[src/verilog/slulc_cfg.svh]
// register map, field positions, response codes and timing figures of the serial line unit
`ifndef SLULC_CFG_SVH
`define SLULC_CFG_SVH
`define SLULC_CLK_HZ      10000000
`define SLULC_BAUD        110
`define SLULC_STOP_BITS   2
`define SLULC_DATA_BITS   8
`define SLULC_CNT_W       20
`define SLULC_ADDR_W      8
`define SLULC_OFF_RCSR    8'h00
`define SLULC_OFF_RX_DATA_BUFFER    8'h04
`define SLULC_OFF_XCSR    8'h08
`define SLULC_OFF_TX_DATA_BUFFER    8'h0c
`define SLULC_OFF_LKS     8'h10
`define SLULC_B_RDR       0
`define SLULC_B_BRK       0
`define SLULC_B_LOOP      2
`define SLULC_B_IE        6
`define SLULC_B_FLAG      7
`define SLULC_B_ACT       11
`define SLULC_RESP_OKAY   2'h0
`define SLULC_RESP_SLVERR 2'h2
`endif

[src/verilog/slulc_pkg.sv]
// types and state record of the serial line unit with line tick
`include "slulc_cfg.svh"
package slulc_pkg;
   typedef enum logic [3:0] {
      SLULC_RX_IDLE  = 4'h1,
      SLULC_RX_START = 4'h2,
      SLULC_RX_DATA  = 4'h4,
      SLULC_RX_STOP  = 4'h8
   } slulc_rx_st_t;
   typedef enum logic [1:0] {
      SLULC_TX_IDLE  = 2'h1,
      SLULC_TX_SHIFT = 2'h2
   } slulc_tx_st_t;
   typedef struct packed {
      logic                      rx_s1;
      logic                      rx_s2;
      logic                      lf_s1;
      logic                      lf_s2;
      logic                      lf_s3;
      logic                      bk_s1;
      logic                      bk_s2;
      slulc_rx_st_t              rx_st;
      logic [`SLULC_CNT_W-1:0]   rx_cnt;
      logic [3:0]                rx_bits;
      logic [7:0]                rx_sh;
      logic [7:0]                rx_buf;
      logic                      rx_done;
      logic                      rx_act;
      logic                      rx_ie;
      logic                      rdr_en;
      slulc_tx_st_t              tx_st;
      logic [`SLULC_CNT_W-1:0]   tx_cnt;
      logic [3:0]                tx_bits;
      logic [10:0]               tx_sh;
      logic [7:0]                tx_hold;
      logic                      hold_full;
      logic                      tx_ie;
      logic                      brk;
      logic                      loop;
      logic                      lt_flag;
      logic                      lt_ie;
      logic                      aw_have;
      logic [`SLULC_ADDR_W-1:0]  awaddr;
      logic                      w_have;
      logic [31:0]               wdata;
      logic                      wstrb0;
      logic                      bvalid;
      logic [1:0]                bresp;
      logic                      rvalid;
      logic [1:0]                rresp;
      logic [31:0]               rdata;
   } slulc_state_t;
endpackage

[src/verilog/slulc_top.sv]
// serial line unit with line tick: axi4-lite registers, uart transmitter and receiver, mains tick
//
// Contract
// - tx_data_buffer write clears transmitter ready
// - idle transmitter: ready returns within one cycle
// - start bit, data bits, stop bits
// - double buffered; ready once holding moves
// - eight data bits make eleven-bit frame
// - ready and enable request transmit interrupt
// - start bit begins bit-by-bit assembly
// - full character to buffer, set done
// - done and enable request receive interrupt
// - reader advance set clears done, drives out
// - next start bit clears reader advance
// - active set at start bit middle
// - active cleared as done sets
// - switch plus break bit force space
// - loopback feeds transmitter into receiver
// - loopback keeps external line idle
// - ready and send-request held asserted
// - tick flag set per cycle, host clears
// - tick period equals mains period
// - tick enable requests interrupt each cycle
// - receiver and transmitter run independently
//
// The address map and the AXI4-Lite register port were chosen for this implementation.
`timescale 1ns/1ps
module slulc_top
   import slulc_pkg::*;
#(
   parameter int BAUD      = `SLULC_BAUD,        // line rate in bits per second
   parameter int STOP_BITS = `SLULC_STOP_BITS,   // stop bits per frame
   parameter int CLK_HZ    = `SLULC_CLK_HZ       // system clock rate
) (
   input  wire logic                     aclk,
   input  wire logic                     aresetn,
   input  wire logic [`SLULC_ADDR_W-1:0] s_axi_awaddr,
   input  wire logic                     s_axi_awvalid,
   output logic                          s_axi_awready,
   input  wire logic [31:0]              s_axi_wdata,
   input  wire logic [3:0]               s_axi_wstrb,
   input  wire logic                     s_axi_wvalid,
   output logic                          s_axi_wready,
   output logic [1:0]                    s_axi_bresp,
   output logic                          s_axi_bvalid,
   input  wire logic                     s_axi_bready,
   input  wire logic [`SLULC_ADDR_W-1:0] s_axi_araddr,
   input  wire logic                     s_axi_arvalid,
   output logic                          s_axi_arready,
   output logic [31:0]                   s_axi_rdata,
   output logic [1:0]                    s_axi_rresp,
   output logic                          s_axi_rvalid,
   input  wire logic                     s_axi_rready,
   input  wire logic                     rxd,
   output logic                          txd,
   input  wire logic                     break_switch_en,
   input  wire logic                     mains_square,
   output logic                          reader_advance,
   output logic                          data_terminal_ready,
   output logic                          request_to_send,
   output logic                          rx_irq,
   output logic                          tx_irq,
   output logic                          tick_irq
);

   // one bit time in clocks, and half of it for start bit centring
   localparam int CPB_I = CLK_HZ / BAUD;
   localparam logic [`SLULC_CNT_W-1:0] CPB  = CPB_I[`SLULC_CNT_W-1:0];
   localparam logic [`SLULC_CNT_W-1:0] HALF = CPB >> 1;
   localparam int FRAME_I = 1 + `SLULC_DATA_BITS + STOP_BITS;
   localparam logic [3:0] FRAME_BITS = FRAME_I[3:0];   // bits per frame
   localparam logic [3:0] DATA_BITS  = 4'h8;           // data bits per frame

   slulc_state_t s_q;   // every flip-flop of the block
   slulc_state_t s_d;   // next value of the record

   logic tx_line;   // transmitter serial output before routing
   logic rx_line;   // receiver serial input after routing
   logic wr_go;     // address and data both held: perform the write
   logic rd_go;     // read address taken this cycle

   // read view of a register; unmapped addresses give zero and an error flag
   function automatic logic [32:0] rd_decode(input slulc_state_t s, input logic [`SLULC_ADDR_W-1:0] a);
      logic [31:0] v;
      logic        err;
      v   = 32'h0;
      err = 1'b0;
      case (a)
         `SLULC_OFF_RCSR: begin
            v[`SLULC_B_RDR]  = s.rdr_en;
            v[`SLULC_B_IE]   = s.rx_ie;
            v[`SLULC_B_FLAG] = s.rx_done;
            v[`SLULC_B_ACT]  = s.rx_act;
         end
         `SLULC_OFF_RX_DATA_BUFFER: v[7:0] = s.rx_buf;
         `SLULC_OFF_XCSR: begin
            v[`SLULC_B_BRK]  = s.brk;
            v[`SLULC_B_LOOP] = s.loop;
            v[`SLULC_B_IE]   = s.tx_ie;
            v[`SLULC_B_FLAG] = ~s.hold_full;
         end
         `SLULC_OFF_TX_DATA_BUFFER: v[7:0] = 8'h0;   // write-only data path
         `SLULC_OFF_LKS: begin
            v[`SLULC_B_IE]   = s.lt_ie;
            v[`SLULC_B_FLAG] = s.lt_flag;
         end
         default: err = 1'b1;
      endcase
      return {err, v};
   endfunction

   // true when an address names one of the five registers
   function automatic logic mapped(input logic [`SLULC_ADDR_W-1:0] a);
      return (a == `SLULC_OFF_RCSR) || (a == `SLULC_OFF_RX_DATA_BUFFER) || (a == `SLULC_OFF_XCSR) ||
             (a == `SLULC_OFF_TX_DATA_BUFFER) || (a == `SLULC_OFF_LKS);
   endfunction

   // bus handshakes are combinational from held state
   assign s_axi_awready = ~s_q.aw_have & ~s_q.bvalid;
   assign s_axi_wready  = ~s_q.w_have & ~s_q.bvalid;
   assign s_axi_arready = ~s_q.rvalid;
   assign s_axi_bvalid  = s_q.bvalid;
   assign s_axi_bresp   = s_q.bresp;
   assign s_axi_rvalid  = s_q.rvalid;
   assign s_axi_rresp   = s_q.rresp;
   assign s_axi_rdata   = s_q.rdata;
   assign wr_go         = s_q.aw_have & s_q.w_have;
   assign rd_go         = s_axi_arvalid & ~s_q.rvalid;

   // break bit with the switch forces space, an idle shifter sits at mark
   assign tx_line = (s_q.brk & s_q.bk_s2) ? 1'b0 : (s_q.tx_st == SLULC_TX_SHIFT) ? s_q.tx_sh[0] : 1'b1;
   // loopback closes the path inside and parks the pin at mark
   assign rx_line = s_q.loop ? tx_line : s_q.rx_s2;
   assign txd     = s_q.loop ? 1'b1 : tx_line;

   // modem controls are strapped on; reader advance follows its enable
   assign data_terminal_ready = 1'b1;
   assign request_to_send     = 1'b1;
   assign reader_advance      = s_q.rdr_en;

   // interrupt requests are plain levels from flag and enable
   assign tx_irq   = ~s_q.hold_full & s_q.tx_ie;
   assign rx_irq   = s_q.rx_done & s_q.rx_ie;
   assign tick_irq = s_q.lt_flag & s_q.lt_ie;

   // next state of the whole block
   always_comb begin
      logic [32:0] rd;
      logic        rx_done_set;
      logic        lt_edge;
      logic        wr_en;
      rd          = rd_decode(s_q, s_axi_araddr);
      rx_done_set = 1'b0;
      lt_edge     = 1'b0;
      wr_en       = 1'b0;
      s_d         = s_q;

      // two-stage synchronisers; the mains input has a third stage for edge detection, the others are looked at on the second
      s_d.rx_s1 = rxd;
      s_d.rx_s2 = s_q.rx_s1;
      s_d.bk_s1 = break_switch_en;
      s_d.bk_s2 = s_q.bk_s1;
      s_d.lf_s1 = mains_square;
      s_d.lf_s2 = s_q.lf_s1;
      s_d.lf_s3 = s_q.lf_s2;

      // write channel: address and data captured in either order
      if (s_axi_awvalid && s_axi_awready) begin
         s_d.aw_have = 1'b1;
         s_d.awaddr  = s_axi_awaddr;
      end
      if (s_axi_wvalid && s_axi_wready) begin
         s_d.w_have = 1'b1;
         s_d.wdata  = s_axi_wdata;
         s_d.wstrb0 = s_axi_wstrb[0];
      end
      if (wr_go) begin
         s_d.aw_have = 1'b0;
         s_d.w_have  = 1'b0;
         s_d.bvalid  = 1'b1;
         s_d.bresp   = mapped(s_q.awaddr) ? `SLULC_RESP_OKAY : `SLULC_RESP_SLVERR;
         wr_en       = s_q.wstrb0;   // all control bits live in byte lane 0
      end
      if (s_q.bvalid && s_axi_bready) begin
         s_d.bvalid = 1'b0;
      end

      // read channel: one cycle to registered data
      if (rd_go) begin
         s_d.rvalid = 1'b1;
         s_d.rdata  = rd[31:0];
         s_d.rresp  = rd[32] ? `SLULC_RESP_SLVERR : `SLULC_RESP_OKAY;
      end else if (s_q.rvalid && s_axi_rready) begin
         s_d.rvalid = 1'b0;
      end

      // register writes; hardware sets further down take priority over clears
      if (wr_en) begin
         case (s_q.awaddr)
            `SLULC_OFF_RCSR: begin
               s_d.rx_ie = s_q.wdata[`SLULC_B_IE];
               if (s_q.wdata[`SLULC_B_RDR]) begin
                  s_d.rdr_en  = 1'b1;
                  s_d.rx_done = 1'b0;
               end
            end
            `SLULC_OFF_XCSR: begin
               s_d.brk   = s_q.wdata[`SLULC_B_BRK];
               s_d.loop  = s_q.wdata[`SLULC_B_LOOP];
               s_d.tx_ie = s_q.wdata[`SLULC_B_IE];
            end
            `SLULC_OFF_TX_DATA_BUFFER: begin
               s_d.tx_hold   = s_q.wdata[7:0];
               s_d.hold_full = 1'b1;
            end
            `SLULC_OFF_LKS: begin
               s_d.lt_ie = s_q.wdata[`SLULC_B_IE];
               if (!s_q.wdata[`SLULC_B_FLAG]) begin
                  s_d.lt_flag = 1'b0;
               end
            end
            default: begin
               s_d.lt_ie = s_q.lt_ie;   // unmapped: nothing stored
            end
         endcase
      end

      // transmitter: holding register feeds the shifter when it is free
      unique case (s_q.tx_st)
         SLULC_TX_IDLE: begin
            if (s_q.hold_full) begin
               // frame built lsb first: start, data, then stop ones
               s_d.tx_sh     = {2'h3, s_q.tx_hold, 1'b0};
               s_d.hold_full = 1'b0;
               s_d.tx_cnt    = CPB;
               s_d.tx_bits   = FRAME_BITS;
               s_d.tx_st     = SLULC_TX_SHIFT;
            end
         end
         SLULC_TX_SHIFT: begin
            // one bit per bit time; ones fill behind for extra stop bits
            if (s_q.tx_cnt == `SLULC_CNT_W'(1)) begin
               s_d.tx_cnt = CPB;
               s_d.tx_sh  = {1'b1, s_q.tx_sh[10:1]};
               s_d.tx_bits = s_q.tx_bits - 4'h1;
               if (s_q.tx_bits == 4'h1) begin
                  s_d.tx_st = SLULC_TX_IDLE;
               end
            end else begin
               s_d.tx_cnt = s_q.tx_cnt - `SLULC_CNT_W'(1);
            end
         end
      endcase
      if (wr_en && s_q.awaddr == `SLULC_OFF_TX_DATA_BUFFER) begin
         s_d.hold_full = 1'b1;   // a new character beats the move of the old one
      end

      // receiver: runs beside the transmitter with its own counters
      unique case (s_q.rx_st)
         SLULC_RX_IDLE: begin
            if (!rx_line) begin
               s_d.rx_cnt = HALF;
               s_d.rx_st  = SLULC_RX_START;
            end
         end
         SLULC_RX_START: begin
            if (s_q.rx_cnt == `SLULC_CNT_W'(1)) begin
               if (!rx_line) begin
                  s_d.rx_act  = 1'b1;
                  s_d.rdr_en  = 1'b0;
                  s_d.rx_cnt  = CPB;
                  s_d.rx_bits = 4'h0;
                  s_d.rx_st   = SLULC_RX_DATA;
               end else begin
                  s_d.rx_st = SLULC_RX_IDLE;   // glitch, not a start bit
               end
            end else begin
               s_d.rx_cnt = s_q.rx_cnt - `SLULC_CNT_W'(1);
            end
         end
         SLULC_RX_DATA: begin
            if (s_q.rx_cnt == `SLULC_CNT_W'(1)) begin
               s_d.rx_cnt  = CPB;
               s_d.rx_sh   = {rx_line, s_q.rx_sh[7:1]};
               s_d.rx_bits = s_q.rx_bits + 4'h1;
               if (s_q.rx_bits == DATA_BITS - 4'h1) begin
                  s_d.rx_st = SLULC_RX_STOP;
               end
            end else begin
               s_d.rx_cnt = s_q.rx_cnt - `SLULC_CNT_W'(1);
            end
         end
         SLULC_RX_STOP: begin
            // framing is not checked; the character is delivered at mid stop bit
            if (s_q.rx_cnt == `SLULC_CNT_W'(1)) begin
               s_d.rx_buf  = s_q.rx_sh;
               rx_done_set = 1'b1;
               s_d.rx_st   = SLULC_RX_IDLE;
            end else begin
               s_d.rx_cnt = s_q.rx_cnt - `SLULC_CNT_W'(1);
            end
         end
      endcase
      if (rx_done_set) begin
         s_d.rx_done = 1'b1;
         s_d.rx_act  = 1'b0;
      end

      // one rising mains edge per cycle gives one tick
      lt_edge = s_q.lf_s2 & ~s_q.lf_s3;
      if (lt_edge) begin
         s_d.lt_flag = 1'b1;
      end
   end

   // single register stage; reset forces lines to mark and machines to idle
   always_ff @(posedge aclk) begin
      if (!aresetn) begin
         s_q       <= '0;
         s_q.rx_s1 <= 1'b1;
         s_q.rx_s2 <= 1'b1;
         s_q.rx_st <= SLULC_RX_IDLE;
         s_q.tx_st <= SLULC_TX_IDLE;
         s_q.tx_sh <= 11'h7ff;
      end else begin
         s_q <= s_d;
      end
   end

endmodule

[config.mk]
export PLATFORM = sky130hd
export DESIGN_NAME = slulc_top
export DESIGN_NICKNAME = d
export VERILOG_FILES = /design/src/verilog/slulc_pkg.sv /design/src/verilog/slulc_top.sv
export VERILOG_INCLUDE_DIRS = /design/src /design/src/verilog
export SDC_FILE = /design/constraint.sdc
export NUM_CORES = 1
export LEC_CHECK = 0
export ABC_AREA = 0
export BUFFER_PORTS_ARGS = -buffer_cell sky130_fd_sc_hd__buf_2
export CAP_MARGIN = 40
export CORE_UTILIZATION = 27
export DETAILED_ROUTE_END_ITERATION = 16
export PLACE_DENSITY = 0.43
export SYNTH_ARGS = -nofsm -noshare
export SYNTH_HDL_FRONTEND = slang
export SYNTH_SLANG_ARGS = --single-unit
[constraint.sdc]
create_clock -name aclk -period 7.1 [get_ports aclk]
set_input_delay 0.355 -clock aclk [delete_from_list [all_inputs] [get_ports aclk]]
set_output_delay 0.355 -clock aclk [all_outputs]
set_load 0.1 [all_outputs]
==> metrics.txt <==
Core Util, Final 0.315; 1st-iter DRT viols 285; depth of the CTS H-tree 4; DP Wirelength 12.1 mm; via count 5574; Setup violations, final 0; worst-skew pair later-pin latency 0.42 ns; Fin. Hold Viols 0; crit path kind reg2reg; Max Cap Viol 0; largest cells by area after synthesis dfxtp_1 41%, nand2_1 5.7%, a21oi_1 4.6%, buf_4 4.3%, nor2_1 3.9%; Post-CTS Resized 0; Initial Util 0.275; Filler cells 2623; Hold Slack 0.126 ns; die width 159 um; Period minus WS final 2.88 ns; met3 Use GR 0.0300; R2R Setup Slk 4.22 ns; Ys Warns 0; Die Ht 159 um; GR Util met1 0.185; grt ovf 0; Period Utilization, post-route 0.406; gpl congestion 0.808; setup ws final 4.22 ns; postcts setup bufs 0; Total Nets Final 893; Die Area 25400 um^2; Core Area 24200 um^2; Yosys reg bits 136; Multi-input gate area 3510 um^2; worst-margin pin slew 0.885 ns; post-route ant nets 0; Main synth FF type dfxtp_1; status finished, violations left; Setup WS pre-CTS 4.20 ns; crit path capture type flip-flop; Slew headroom 0.408; Clock Tree Buf Depth 2; I/O Buffers 55; Num CTS Buffers 17; vias per cell 4.80; Residual DRC 2; DR pass1 iterations 10; reg2reg end s_q[102]; Reg-to-Reg Start s_q[114]; LEAKAGE 0.00290 uW; gr usage total 0.144; Synth area leader dfxtp_1; area delta synth->final 14.4%; Worst R2R Path Depth 5; crit-path max FO 17; Max Freq 347 MHz; share of cells above drive strength 1 0.154; Power Density 281 nW/um^2; Sink Count 136; hold_buf cts 0; largest net degree at the start of global routing 72; crit path from s_q[114]; skew final 0.0143 ns; syn_area_per_cell 8.43 um^2; Yosys cell types 79; clk slew on worst S/H paths 0.06 ns; Post-synth EDFFs 0; I/O pin cnt 110; Setup TNS 0 ns; Power, Total 2150 uW; Total Routed Length 17.5 mm; CTS tree done; DR WL/cell 15.1 um; Seq/Total Area, Yosys 0.408; ANT cells 0; Synth top area share 0.408; Post-Synthesis Cells 792; Root Buffer clkbuf_16; failing checks DRC; max-slew violation count 0; RSZ-0062 raised after global routing false; initial antenna violation count 0; Crit path required time 7.37 ns; crit start category flip-flop; cell row count 57; worst setup path endpoint s_q[102]; number of global-route vias before repair 5364; Storage cell area 2720 um^2; global-route wire length before repair 28.8 mm; HP Class in2reg; ys async rst share 0; critical path data arrival time 3.16 ns; met2 usage 0.238; peak supply drop 0.000147 V; Syn Std Cell Area 6670 um^2; GRT Max-Usage Layer met2
cell usage in the layout, fill, tap and decap left out, types with 6 or more instances in the layout:
master | netlist | final
dfxtp_1 | 136 | 136
xnor2_1 | 9 | 9
nor4b_1 | 6 | 6
nor2_1 | 70 | 70
a41oi_1 | 6 | 6
o21ai_0 | 26 | 26
nor2b_1 | 6 | 6
buf_2 | 3 | 56
nand4_1 | 8 | 8
a311oi_1 | 6 | 6
and3_1 | 9 | 9
nand2b_1 | 12 | 12
buf_4 | 38 | 6
nand3_1 | 22 | 22
a21oi_1 | 62 | 62
conb_1 | 2 | 27
mux2i_1 | 24 | 24
nor4_1 | 14 | 14
or2_2 | 6 | 6
a31oi_1 | 6 | 6
nor3_1 | 27 | 27
or3_1 | 9 | 9
a22oi_1 | 6 | 6
clkinvlp_4 | 0 | 6
inv_1 | 23 | 23
and2_1 | 13 | 13
ha_1 | 7 | 7
nand2_1 | 101 | 101
clkbuf_16 | 0 | 17
report_power, final:
part	internal (uW)	switching, uW
sequential	818	61.1
clock	470	358
combinational	134	306
total	1420	725
worst max-delay path, cell delays in order, from the launching register on:
cell	delay (ns)
dfxtp_1	0.36
nor4_2	0.56
nand3_1	0.52
o41ai_4	0.93
and3_1	0.28
o21ai_0	0.07
through the flow:
step                      cell area (um^2)  instances
after floorplan                       6770        817
after global placement                7040       1125
after detailed placement              7080       1129
after CTS                             7630       1161
after global routing                  7630       1161
final                                 7630       1161
cells in the mapped netlist (7+ instances only):
cell type	instances
a21oi_1	62
and2_1	13
and3_1	9
buf_4	38
clkbuf_1	33
dfxtp_1	136
ha_1	7
inv_1	23
mux2i_1	24
nand2_1	101
nand2b_1	12
nand3_1	22
nand4_1	8
nor2_1	70
nor3_1	27
nor4_1	14
o21ai_0	26
or3_1	9
xnor2_1	9
metal layers:
layer / routed length [um] / vias up
li1: - / 2849
met1: 8430 / 2627
met2: 8380 / 86
met3: 514 / 12
met4: 195 / 0
met5: 0 / -
kinds of logic after synthesis:
family          count (synthesis)  share of synthesized area
simple gates                  335                      0.256
fa+ha+maj                       8                     0.0146
flops                         136                      0.408
buf+inv                       100                     0.0804
compound gates                172                      0.184
other cells                     2                    0.00113
xor+xnor                       13                     0.0171
mux                            26                     0.0394
cell type report:
class	count	share of cell area
clock buffer	21	0.0603
clock inverter	11	0.0116
inverter	24	0.0118
multi-input combinational	581	0.460
sequential	136	0.357
tap	324	0.0531
timing repair buffer	64	0.0467
sequential cells by signal (all words and copies together), names as in the netlist:
register and count:
s_q 118, s_axi_rdata 9, s_d 4, reader_advance 1, s_axi_bresp 1, s_axi_bvalid 1, s_axi_rresp 1, s_axi_rvalid 1
worst min path at each step:
stage / cells past startpoint / start / to / slack (ns)
3_5_place_dp: 1 / s_d[185] / s_q[185] / 0.41
5_1_grt: 2 / s_axi_rready / s_axi_rvalid / 0.11
2_1_floorplan: 1 / s_d[185] / s_q[185] / 0.39
4_1_cts: 2 / s_axi_rready / s_axi_rvalid / 0.10
6_report: 2 / s_axi_rready / s_axi_rvalid / 0.13
3_3_place_gp: 1 / s_d[185] / s_q[185] / 0.41
No activity file was read; power rests on OpenSTA's default activity.
